File: config.mk
export PLATFORM = sky130hd
export DESIGN_NAME = vfd_timing
export DESIGN_NICKNAME = d
export VERILOG_FILES = /design/src/logic/vfd_timing_pkg.sv /design/src/logic/count_source_prescaler.sv /design/src/logic/vfd_timing.sv
export SDC_FILE = /design/constraint.sdc
export NUM_CORES = 2
export LEC_CHECK = 0
export BUFFER_PORTS_ARGS = -buffer_cell sky130_fd_sc_hd__buf_2
export CAP_MARGIN = 10
export CORE_MARGIN = 2
export CORE_UTILIZATION = 35
export DETAILED_ROUTE_END_ITERATION = 12
export SLEW_MARGIN = 5
export SYNTH_ARGS = -nofsm -noshare
export SYNTH_HDL_FRONTEND = slang
export SYNTH_SLANG_ARGS = --single-unit
File: constraint.sdc
create_clock -name core_clk -period 3.4 [get_ports core_clk]
set_input_delay 0.51 -clock core_clk [delete_from_list [all_inputs] [get_ports core_clk]]
set_output_delay 0.51 -clock core_clk [all_outputs]
set_load 0.1 [all_outputs]
File: src/logic/vfd_timing_pkg.sv
`default_nettype none
package vfd_timing_pkg;

  // ******************************************************************
  // Register map (word indices on the Avalon-MM slave; byte address is four times the index).
  // ******************************************************************
  localparam logic [9:0] MODE_IDX = 10'h000;
  localparam logic [9:0] DISP_IDX = 10'h001;
  localparam logic [9:0] BLANK_IDX = 10'h002;
  localparam logic [9:0] CUTOFF_IDX = 10'h003;
  localparam logic [9:0] PTR_IDX = 10'h004;
  localparam logic [9:0] GRAD_EN_IDX = 10'h005;
  // Display RAM word indices; byte address is four times the index.
  localparam logic [9:0] RAM_FIRST_IDX = 10'h060;
  localparam logic [9:0] RAM_LAST_IDX = 10'h0FF;
  localparam int RAM_WORDS = 160;
  localparam int NUM_PORTS = 5;
  localparam int PORT_SPAN = 16;
  // Display data sit this far above their gradation control bytes.
  localparam logic [7:0] GRAD_GAP = 8'h50;

  // ******************************************************************
  // Mode register fields.
  // ******************************************************************
  localparam int MODE_AUTO_BIT = 0;
  localparam int MODE_RUN_BIT = 1;
  localparam int MODE_SRC_BIT = 2;
  localparam logic [7:0] PTR_READ_MASK = 8'h9F;
  localparam logic [7:0] REG_RESET = 8'h00;

  // ******************************************************************
  // Count source: 4 us per count from a 4 MHz oscillator for source bit 0; 64 clocks per count for source bit 1.
  // ******************************************************************
  localparam int COUNT_SRC_US = 4;
  localparam int OSC_MHZ = 4;
  localparam logic [6:0] SRC_DIV_SLOW = 7'(COUNT_SRC_US * OSC_MHZ);
  localparam logic [6:0] SRC_DIV_FAST = 7'h40;

endpackage
`default_nettype wire

File: src/logic/count_source_prescaler.sv
`default_nettype none
module count_source_prescaler
  import vfd_timing_pkg::*;
(
  input wire logic core_clk,
  input wire logic arst_n,
  input wire logic enable,
  input wire logic src_sel,
  output logic tick
);

  logic [6:0] div_reg;
  logic [6:0] div_next;
  logic tick_reg;
  logic src_sel_reg;
  wire [6:0] div_limit = src_sel ? SRC_DIV_FAST : SRC_DIV_SLOW;
  wire wrap = (div_reg == div_limit - 7'h01);

  // Divider restarts when stopped or when the source selection changes.
  assign div_next = (!enable || src_sel != src_sel_reg || wrap) ? 7'h00 : div_reg + 7'h01;
  assign tick = tick_reg;

  // One tick per count-source period.
  always_ff @(posedge core_clk or negedge arst_n)
  begin
    if (!arst_n)
    begin
      div_reg <= 7'h00;
      tick_reg <= 1'b0;
      src_sel_reg <= 1'b0;
    end
    else
    begin
      div_reg <= div_next;
      tick_reg <= enable && src_sel == src_sel_reg && wrap; // RL8
      src_sel_reg <= src_sel;
    end
  end
endmodule
`default_nettype wire

File: src/logic/vfd_timing.sv
`default_nettype none
// What this block does
// RL1: Software writes 1 for digit lines driven high per timing, 0 for others.
// RL2: Intervals come from mode register source bit plus three time-set registers.
// RL3: Display period is display setting plus one, times count-source period.
// RL4: Reading the display time-set register returns the live period counter.
// RL5: Leading blank period equals blank setting times count-source period.
// RL6: Dim cut-off period equals cut-off setting times count-source period.
// RL7: Cut-off applies only to gradation-mode ports whose control bit is 1.
// RL8: Source bit 0 gives one count per sixteen oscillator clocks.
// RL9: Last timing fetched from port base, first from base plus count minus one.
// RL10: Gradation control bit sits 0x50 below its data; 1 means dark.
// RL11: Software loads pointer reload with digit count minus one; reads give pointer.
// RL12: Blank first, then drive data; dark pins drop after the cut-off elapses.
module vfd_timing
  import vfd_timing_pkg::*;
(
  input wire logic core_clk,
  input wire logic arst_n,
  input wire logic [11:0] avs_address,
  input wire logic avs_read,
  input wire logic avs_write,
  input wire logic [31:0] avs_writedata,
  input wire logic [3:0] avs_byteenable,
  output logic [31:0] avs_readdata,
  output logic avs_waitrequest,
  output logic [7:0] port2_out,
  output logic [7:0] port0_out,
  output logic [7:0] port1_out,
  output logic [7:0] port3_out,
  output logic [7:0] port8_out
);

  // ******************************************************************
  // Storage.
  // ******************************************************************
  logic [7:0] mode_reg;
  logic [7:0] disp_set_reg;
  logic [7:0] blank_set_reg;
  logic [7:0] cut_set_reg;
  logic [7:0] reload_reg;
  logic [7:0] grad_en_reg;
  logic [7:0] ram_reg [RAM_WORDS];
  logic [7:0] dcnt_reg;
  logic [7:0] el_reg;
  logic [3:0] ptr_reg;
  logic [7:0] seg_reg [NUM_PORTS];
  logic wait_reg;
  logic [31:0] rdata_reg;
  logic tick;

  // Relative RAM index of a port's data or gradation byte for a timing.
  function automatic logic [7:0] ram_idx(input int port, input logic [3:0] ptr,
                                         input logic grad);
    logic [7:0] base;
    base = 8'(port * PORT_SPAN) + {4'h0, ptr};
    return grad ? base : base + GRAD_GAP;
  endfunction

  // ******************************************************************
  // Bus decode.
  // ******************************************************************
  wire [9:0] widx = avs_address[11:2];
  wire req = avs_read || avs_write;
  wire accept_wr = avs_write && !wait_reg && avs_byteenable[0];
  wire in_ram = widx >= RAM_FIRST_IDX && widx <= RAM_LAST_IDX;
  wire [7:0] ram_i = 8'(widx - RAM_FIRST_IDX);
  wire [7:0] wbyte = avs_writedata[7:0];
  wire wr_mode = accept_wr && widx == MODE_IDX;
  wire start_w = wr_mode && wbyte[MODE_RUN_BIT] && !mode_reg[MODE_RUN_BIT];
  wire active_w = mode_reg[MODE_AUTO_BIT] && mode_reg[MODE_RUN_BIT];
  wire [7:0] rbyte =
    (widx == MODE_IDX) ? mode_reg :
    (widx == DISP_IDX) ? dcnt_reg : // RL4
    (widx == BLANK_IDX) ? blank_set_reg :
    (widx == CUTOFF_IDX) ? cut_set_reg :
    (widx == PTR_IDX) ? ({4'h0, ptr_reg} & PTR_READ_MASK) :
    (widx == GRAD_EN_IDX) ? grad_en_reg :
    in_ram ? ram_reg[ram_i] : 8'h00;

  // ******************************************************************
  // Timing engine decode.
  // ******************************************************************
  wire timing_end = tick && dcnt_reg == 8'h00; // RL3
  wire shown_w = active_w && el_reg >= blank_set_reg; // RL5 RL12
  wire cut_w = el_reg >= cut_set_reg; // RL6
  wire [3:0] ptr_next = (ptr_reg == 4'h0) ? reload_reg[3:0] : ptr_reg - 4'h1; // RL9
  logic [7:0] seg_next [NUM_PORTS];
  logic [7:0] kill_w [NUM_PORTS];

  for (genvar k = 0; k < NUM_PORTS; k++)
  begin : g_port
    // Dark pins of gradation ports drop once the cut-off has elapsed.
    assign kill_w[k] = (grad_en_reg[k] && cut_w) ?
                       ram_reg[ram_idx(k, ptr_reg, 1'b1)] : 8'h00; // RL7 RL10
    assign seg_next[k] = shown_w ? (ram_reg[ram_idx(k, ptr_reg, 1'b0)] & ~kill_w[k]) : 8'h00;
  end

  assign port2_out = seg_reg[0];
  assign port0_out = seg_reg[1];
  assign port1_out = seg_reg[2];
  assign port3_out = seg_reg[3];
  assign port8_out = seg_reg[4];
  assign avs_readdata = rdata_reg;
  assign avs_waitrequest = wait_reg;

  count_source_prescaler u_prescaler (
    .core_clk(core_clk),
    .arst_n(arst_n),
    .enable(active_w),
    .src_sel(mode_reg[MODE_SRC_BIT]), // RL2
    .tick(tick)
  );

  // Bus handshake: one wait cycle, then the access is taken.
  always_ff @(posedge core_clk or negedge arst_n)
  begin
    if (!arst_n)
    begin
      wait_reg <= 1'b1;
      rdata_reg <= 32'h0000_0000;
    end
    else
    begin
      wait_reg <= !(req && wait_reg);
      rdata_reg <= (req && wait_reg) ? {24'h00_0000, rbyte} : rdata_reg;
    end
  end

  // Control registers written by software.
  always_ff @(posedge core_clk or negedge arst_n)
  begin
    if (!arst_n)
    begin
      mode_reg <= REG_RESET;
      disp_set_reg <= REG_RESET;
      blank_set_reg <= REG_RESET;
      cut_set_reg <= REG_RESET;
      reload_reg <= REG_RESET;
      grad_en_reg <= REG_RESET;
    end
    else if (accept_wr)
    begin
      mode_reg <= (widx == MODE_IDX) ? wbyte : mode_reg;
      disp_set_reg <= (widx == DISP_IDX) ? wbyte : disp_set_reg; // RL2
      blank_set_reg <= (widx == BLANK_IDX) ? wbyte : blank_set_reg;
      cut_set_reg <= (widx == CUTOFF_IDX) ? wbyte : cut_set_reg;
      reload_reg <= (widx == PTR_IDX) ? wbyte : reload_reg;
      grad_en_reg <= (widx == GRAD_EN_IDX) ? wbyte : grad_en_reg;
    end
  end

  // Display and gradation RAM.
  always_ff @(posedge core_clk or negedge arst_n)
  begin
    if (!arst_n)
    begin
      for (int i = 0; i < RAM_WORDS; i++)
      begin
        ram_reg[i] <= 8'h00;
      end
    end
    else if (accept_wr && in_ram)
    begin
      ram_reg[ram_i] <= wbyte;
    end
  end

  // Per-timing counters and the data pointer.
  always_ff @(posedge core_clk or negedge arst_n)
  begin
    if (!arst_n)
    begin
      dcnt_reg <= 8'h00;
      el_reg <= 8'h00;
      ptr_reg <= 4'h0;
    end
    else if (start_w || !active_w)
    begin
      dcnt_reg <= disp_set_reg;
      el_reg <= 8'h00;
      ptr_reg <= reload_reg[3:0]; // RL9
    end
    else if (timing_end)
    begin
      dcnt_reg <= disp_set_reg; // RL3
      el_reg <= 8'h00;
      ptr_reg <= ptr_next;
    end
    else if (tick)
    begin
      dcnt_reg <= dcnt_reg - 8'h01;
      el_reg <= (el_reg == 8'hFF) ? el_reg : el_reg + 8'h01;
    end
  end

  // Port drivers.
  always_ff @(posedge core_clk or negedge arst_n)
  begin
    if (!arst_n)
    begin
      for (int k = 0; k < NUM_PORTS; k++)
      begin
        seg_reg[k] <= 8'h00;
      end
    end
    else
    begin
      seg_reg <= seg_next; // RL12
    end
  end
endmodule
`default_nettype wire

==> reports/metrics.cfg <==
[run_status]
outcome = finished clean

[logic_synthesis]
syn_inst = 5209
yosys.area.top_type_share_pct = 47.2
yosysTopAreaCell = dfrtp_1
synth.distinct_cells = 86
ys_seq_area_share_pct = 47.2
syn_avg_cell_area_um2 = 14.3
synth_edf_count = 0
synth-async-reset-ratio_pct = 100
synth.top_cells.by_area = dfrtp_1 47%, mux2_2 19%, mux4_2 17%
synth_warnings = 0
syn_area_mm2 = 0.0744
ys.flop_type = dfrtp_1
synth-seq-cells = 1402

[floorplanning]
start_util_pct = 35.1
num_rows = 169
fp.dieW_um = 465
die-area_mm2 = 0.216
io_pins = 125
core_mm2 = 0.212
chipHeight_um = 465

[sta]
setup_viol = 0
tightestPinTransition_ns = 1.33
fin_crit_ns = 3.34
finalCritPeriodShare_pct = 98.2
grt_setup_unrepaired = no
slew_headroom_pct = 11.1
hold_viol = 0
skew_ns = 0.0414
fmax_mhz = 300
drv_slew = 0

[cts]
cts_sinks = 1402
ctsLongestPathBuffers = 3
cts_max_level = 4
cts-root-buf = clkbuf_16
post_cts_buffers = 0
cts_buffers = 160
clk_latency_ns = 0.85
path_clk_slew_ns = 0.06
cts_tree = built

[placed_design]
io_buffer_count = 71
dp.cells = 8139
gp_congestion = 0.992
dp_hpwl_um = 191000

[drt]
vias_per_cell = 6.08
routed_wl_um = 271000
drtIter0Drc = 5803
drc = 0
wl_per_cell_um = 32.1
num_vias = 51300
first_pass_iters = 6
ant_nets = 0

[finish]
multiInputGateArea_mm2 = 0.0372
area_growth_syn_to_layout_pct = 16.5
fin_nets = 5554
final_layout_size_suffix_gt1_share_pct = 48.3
num-fill-cells = 19400
largest_register_ffs = 1280
seq_area_mm2 = 0.0351
instances_no_fill = 8441

[worst_hold_path]
hold_class = in -> reg

[grt]
grt_antenna_before_repair = 17
grt_pass1_vias = 51400
grt_usage_pct = 24.9
grt.overflow.total = 0
grt_pass1_wl_um = 389000
grt_max_degree = 123

[power]
p_leak_nw = 39.1
vdd_drop_max_mv = 0.491
p_per_area_mw_per_mm2 = 425
power.total_mw = 36.8

[worst_setup_path]
critical-path-slowest-cell = nor4_1
path_class = in -> reg
cp_common_cell = buf_4
slowest_delay_ns = 0.92
path_cells = buf_2, ha_1, buf_4, and3b_1, and3_1, buf_4, a221oi_1, a31oi_1, buf_4, nor4_1, buf_4, o21ai_0
startpoint_type = input pin
cp_data_arrival_time_ns = 4.07
required_ns = 4.13
crit_fanout = 13
crit_family = simple AND/OR/NAND/NOR gates
end_kind = flop
cp_num_buf_inv = 5

[flow_run]
maxCapViolations = 0

## power by group
group,internal (mW),switching (mW)
registers,16.8,0.0516
logic,0.647,1.70
clock network,10.1,7.59
## placed cells by master (no fill, tap or decap), types with 82 or more instances in the layout
master,netlist,final
dfrtp_1,1401,1397
mux2_2,1278,1278
o21ai_0,82,82
clkbuf_16,0,160
mux2i_1,236,236
buf_4,49,384
buf_12,0,94
mux4_2,563,563
nor2_1,118,117
nand2_1,293,291
## area by class of cell
cell class                 instances  area share, %
multi-input combinational       3334           43.0
antenna                            6         0.0173
clock inverter                    56          0.789
tap                             2821           4.08
inverter                          37          0.163
timing repair buffer             546           5.97
clock buffer                     239           5.47
sequential                      1402           40.5
## metrics by stage
stage	worst slack (ns)	hold slack (ns)	area, um2	util [%]	setup TNS [ns]
5_1_grt	0.104	0.142	86600	40.9	0
3_3_place_gp	-1.06	0.449	81100	38.3	-4.62
2_1_floorplan	0.700	0.214	74400	-	0
4_1_cts	0.289	0.102	86600	40.9	0
3_5_place_dp	-0.978	0.456	81100	38.3	-4.76
6_report	0.0617	0.157	86600	40.9	0
## layer usage
layer | up-vias | wire, um | global-route usage, %
li1 | 20700 | - | -
met1 | 27800 | 111000 | 33.9
met2 | 2309 | 122000 | 37.4
met3 | 571 | 22300 | 5.32
met4 | 8 | 15000 | 12.4
met5 | - | 43 | 0
## what timing repair did
item,4_1_cts,5_1_grt
resized for setup,1,0
hold endpoints to repair,90,0
hold buffers,1,0
setup endpoints to repair,1,0
## cells by family after synthesis
group,Yosys count,share of synthesized area [%]
adders and majority gates,21,0.353
and+or+nand+nor,644,4.14
buffers and inverters,496,3.07
muxes,2121,40.3
AOI/OAI and AO/OA,504,4.76
xor gates and xnor gates,20,0.236
other,1,0.00504
DFF,1402,47.2
## cell usage after synthesis (49+ instances only)
master       n
dfrtp_1   1401
mux2_2    1278
mux4_2     563
nand2_1    293
clkbuf_1   263
mux2i_1    236
buf_2      120
nor2_1     118
o21ai_0     82
o221ai_1    80
a21oi_1     73
o22ai_1     54
a22oi_1     50
buf_4       49
## worst reg2reg max path, delay by kind of cell (launching register included)
kind                     cells  cell delay (ns)
flip-flops                   1             0.45
adder cells (fa/ha/maj)      1             0.30
AND/OR/NAND/NOR              4             1.54
AO/OA/AOI/OAI                2             0.71
## worst paths after layout
path / slack (ns) / depth (start not counted) / from / to
max reg2reg: 0.27 / 7 / el_reg[6] / port0_out[5]
min reg2reg: 0.46 / 1 / u_prescaler.div_reg[0] / u_prescaler.div_reg[0]
min: 0.16 / 4 / avs_address[11] / avs_readdata[2]
max in group asynchronous: 1.97 / 4 / arst_n / ram_reg[162]
max: 0.06 / 12 / avs_address[7] / avs_readdata[4]
min in group asynchronous: 0.19 / 2 / arst_n / el_reg[1]
No activity file was read; power rests on OpenSTA's default activity.
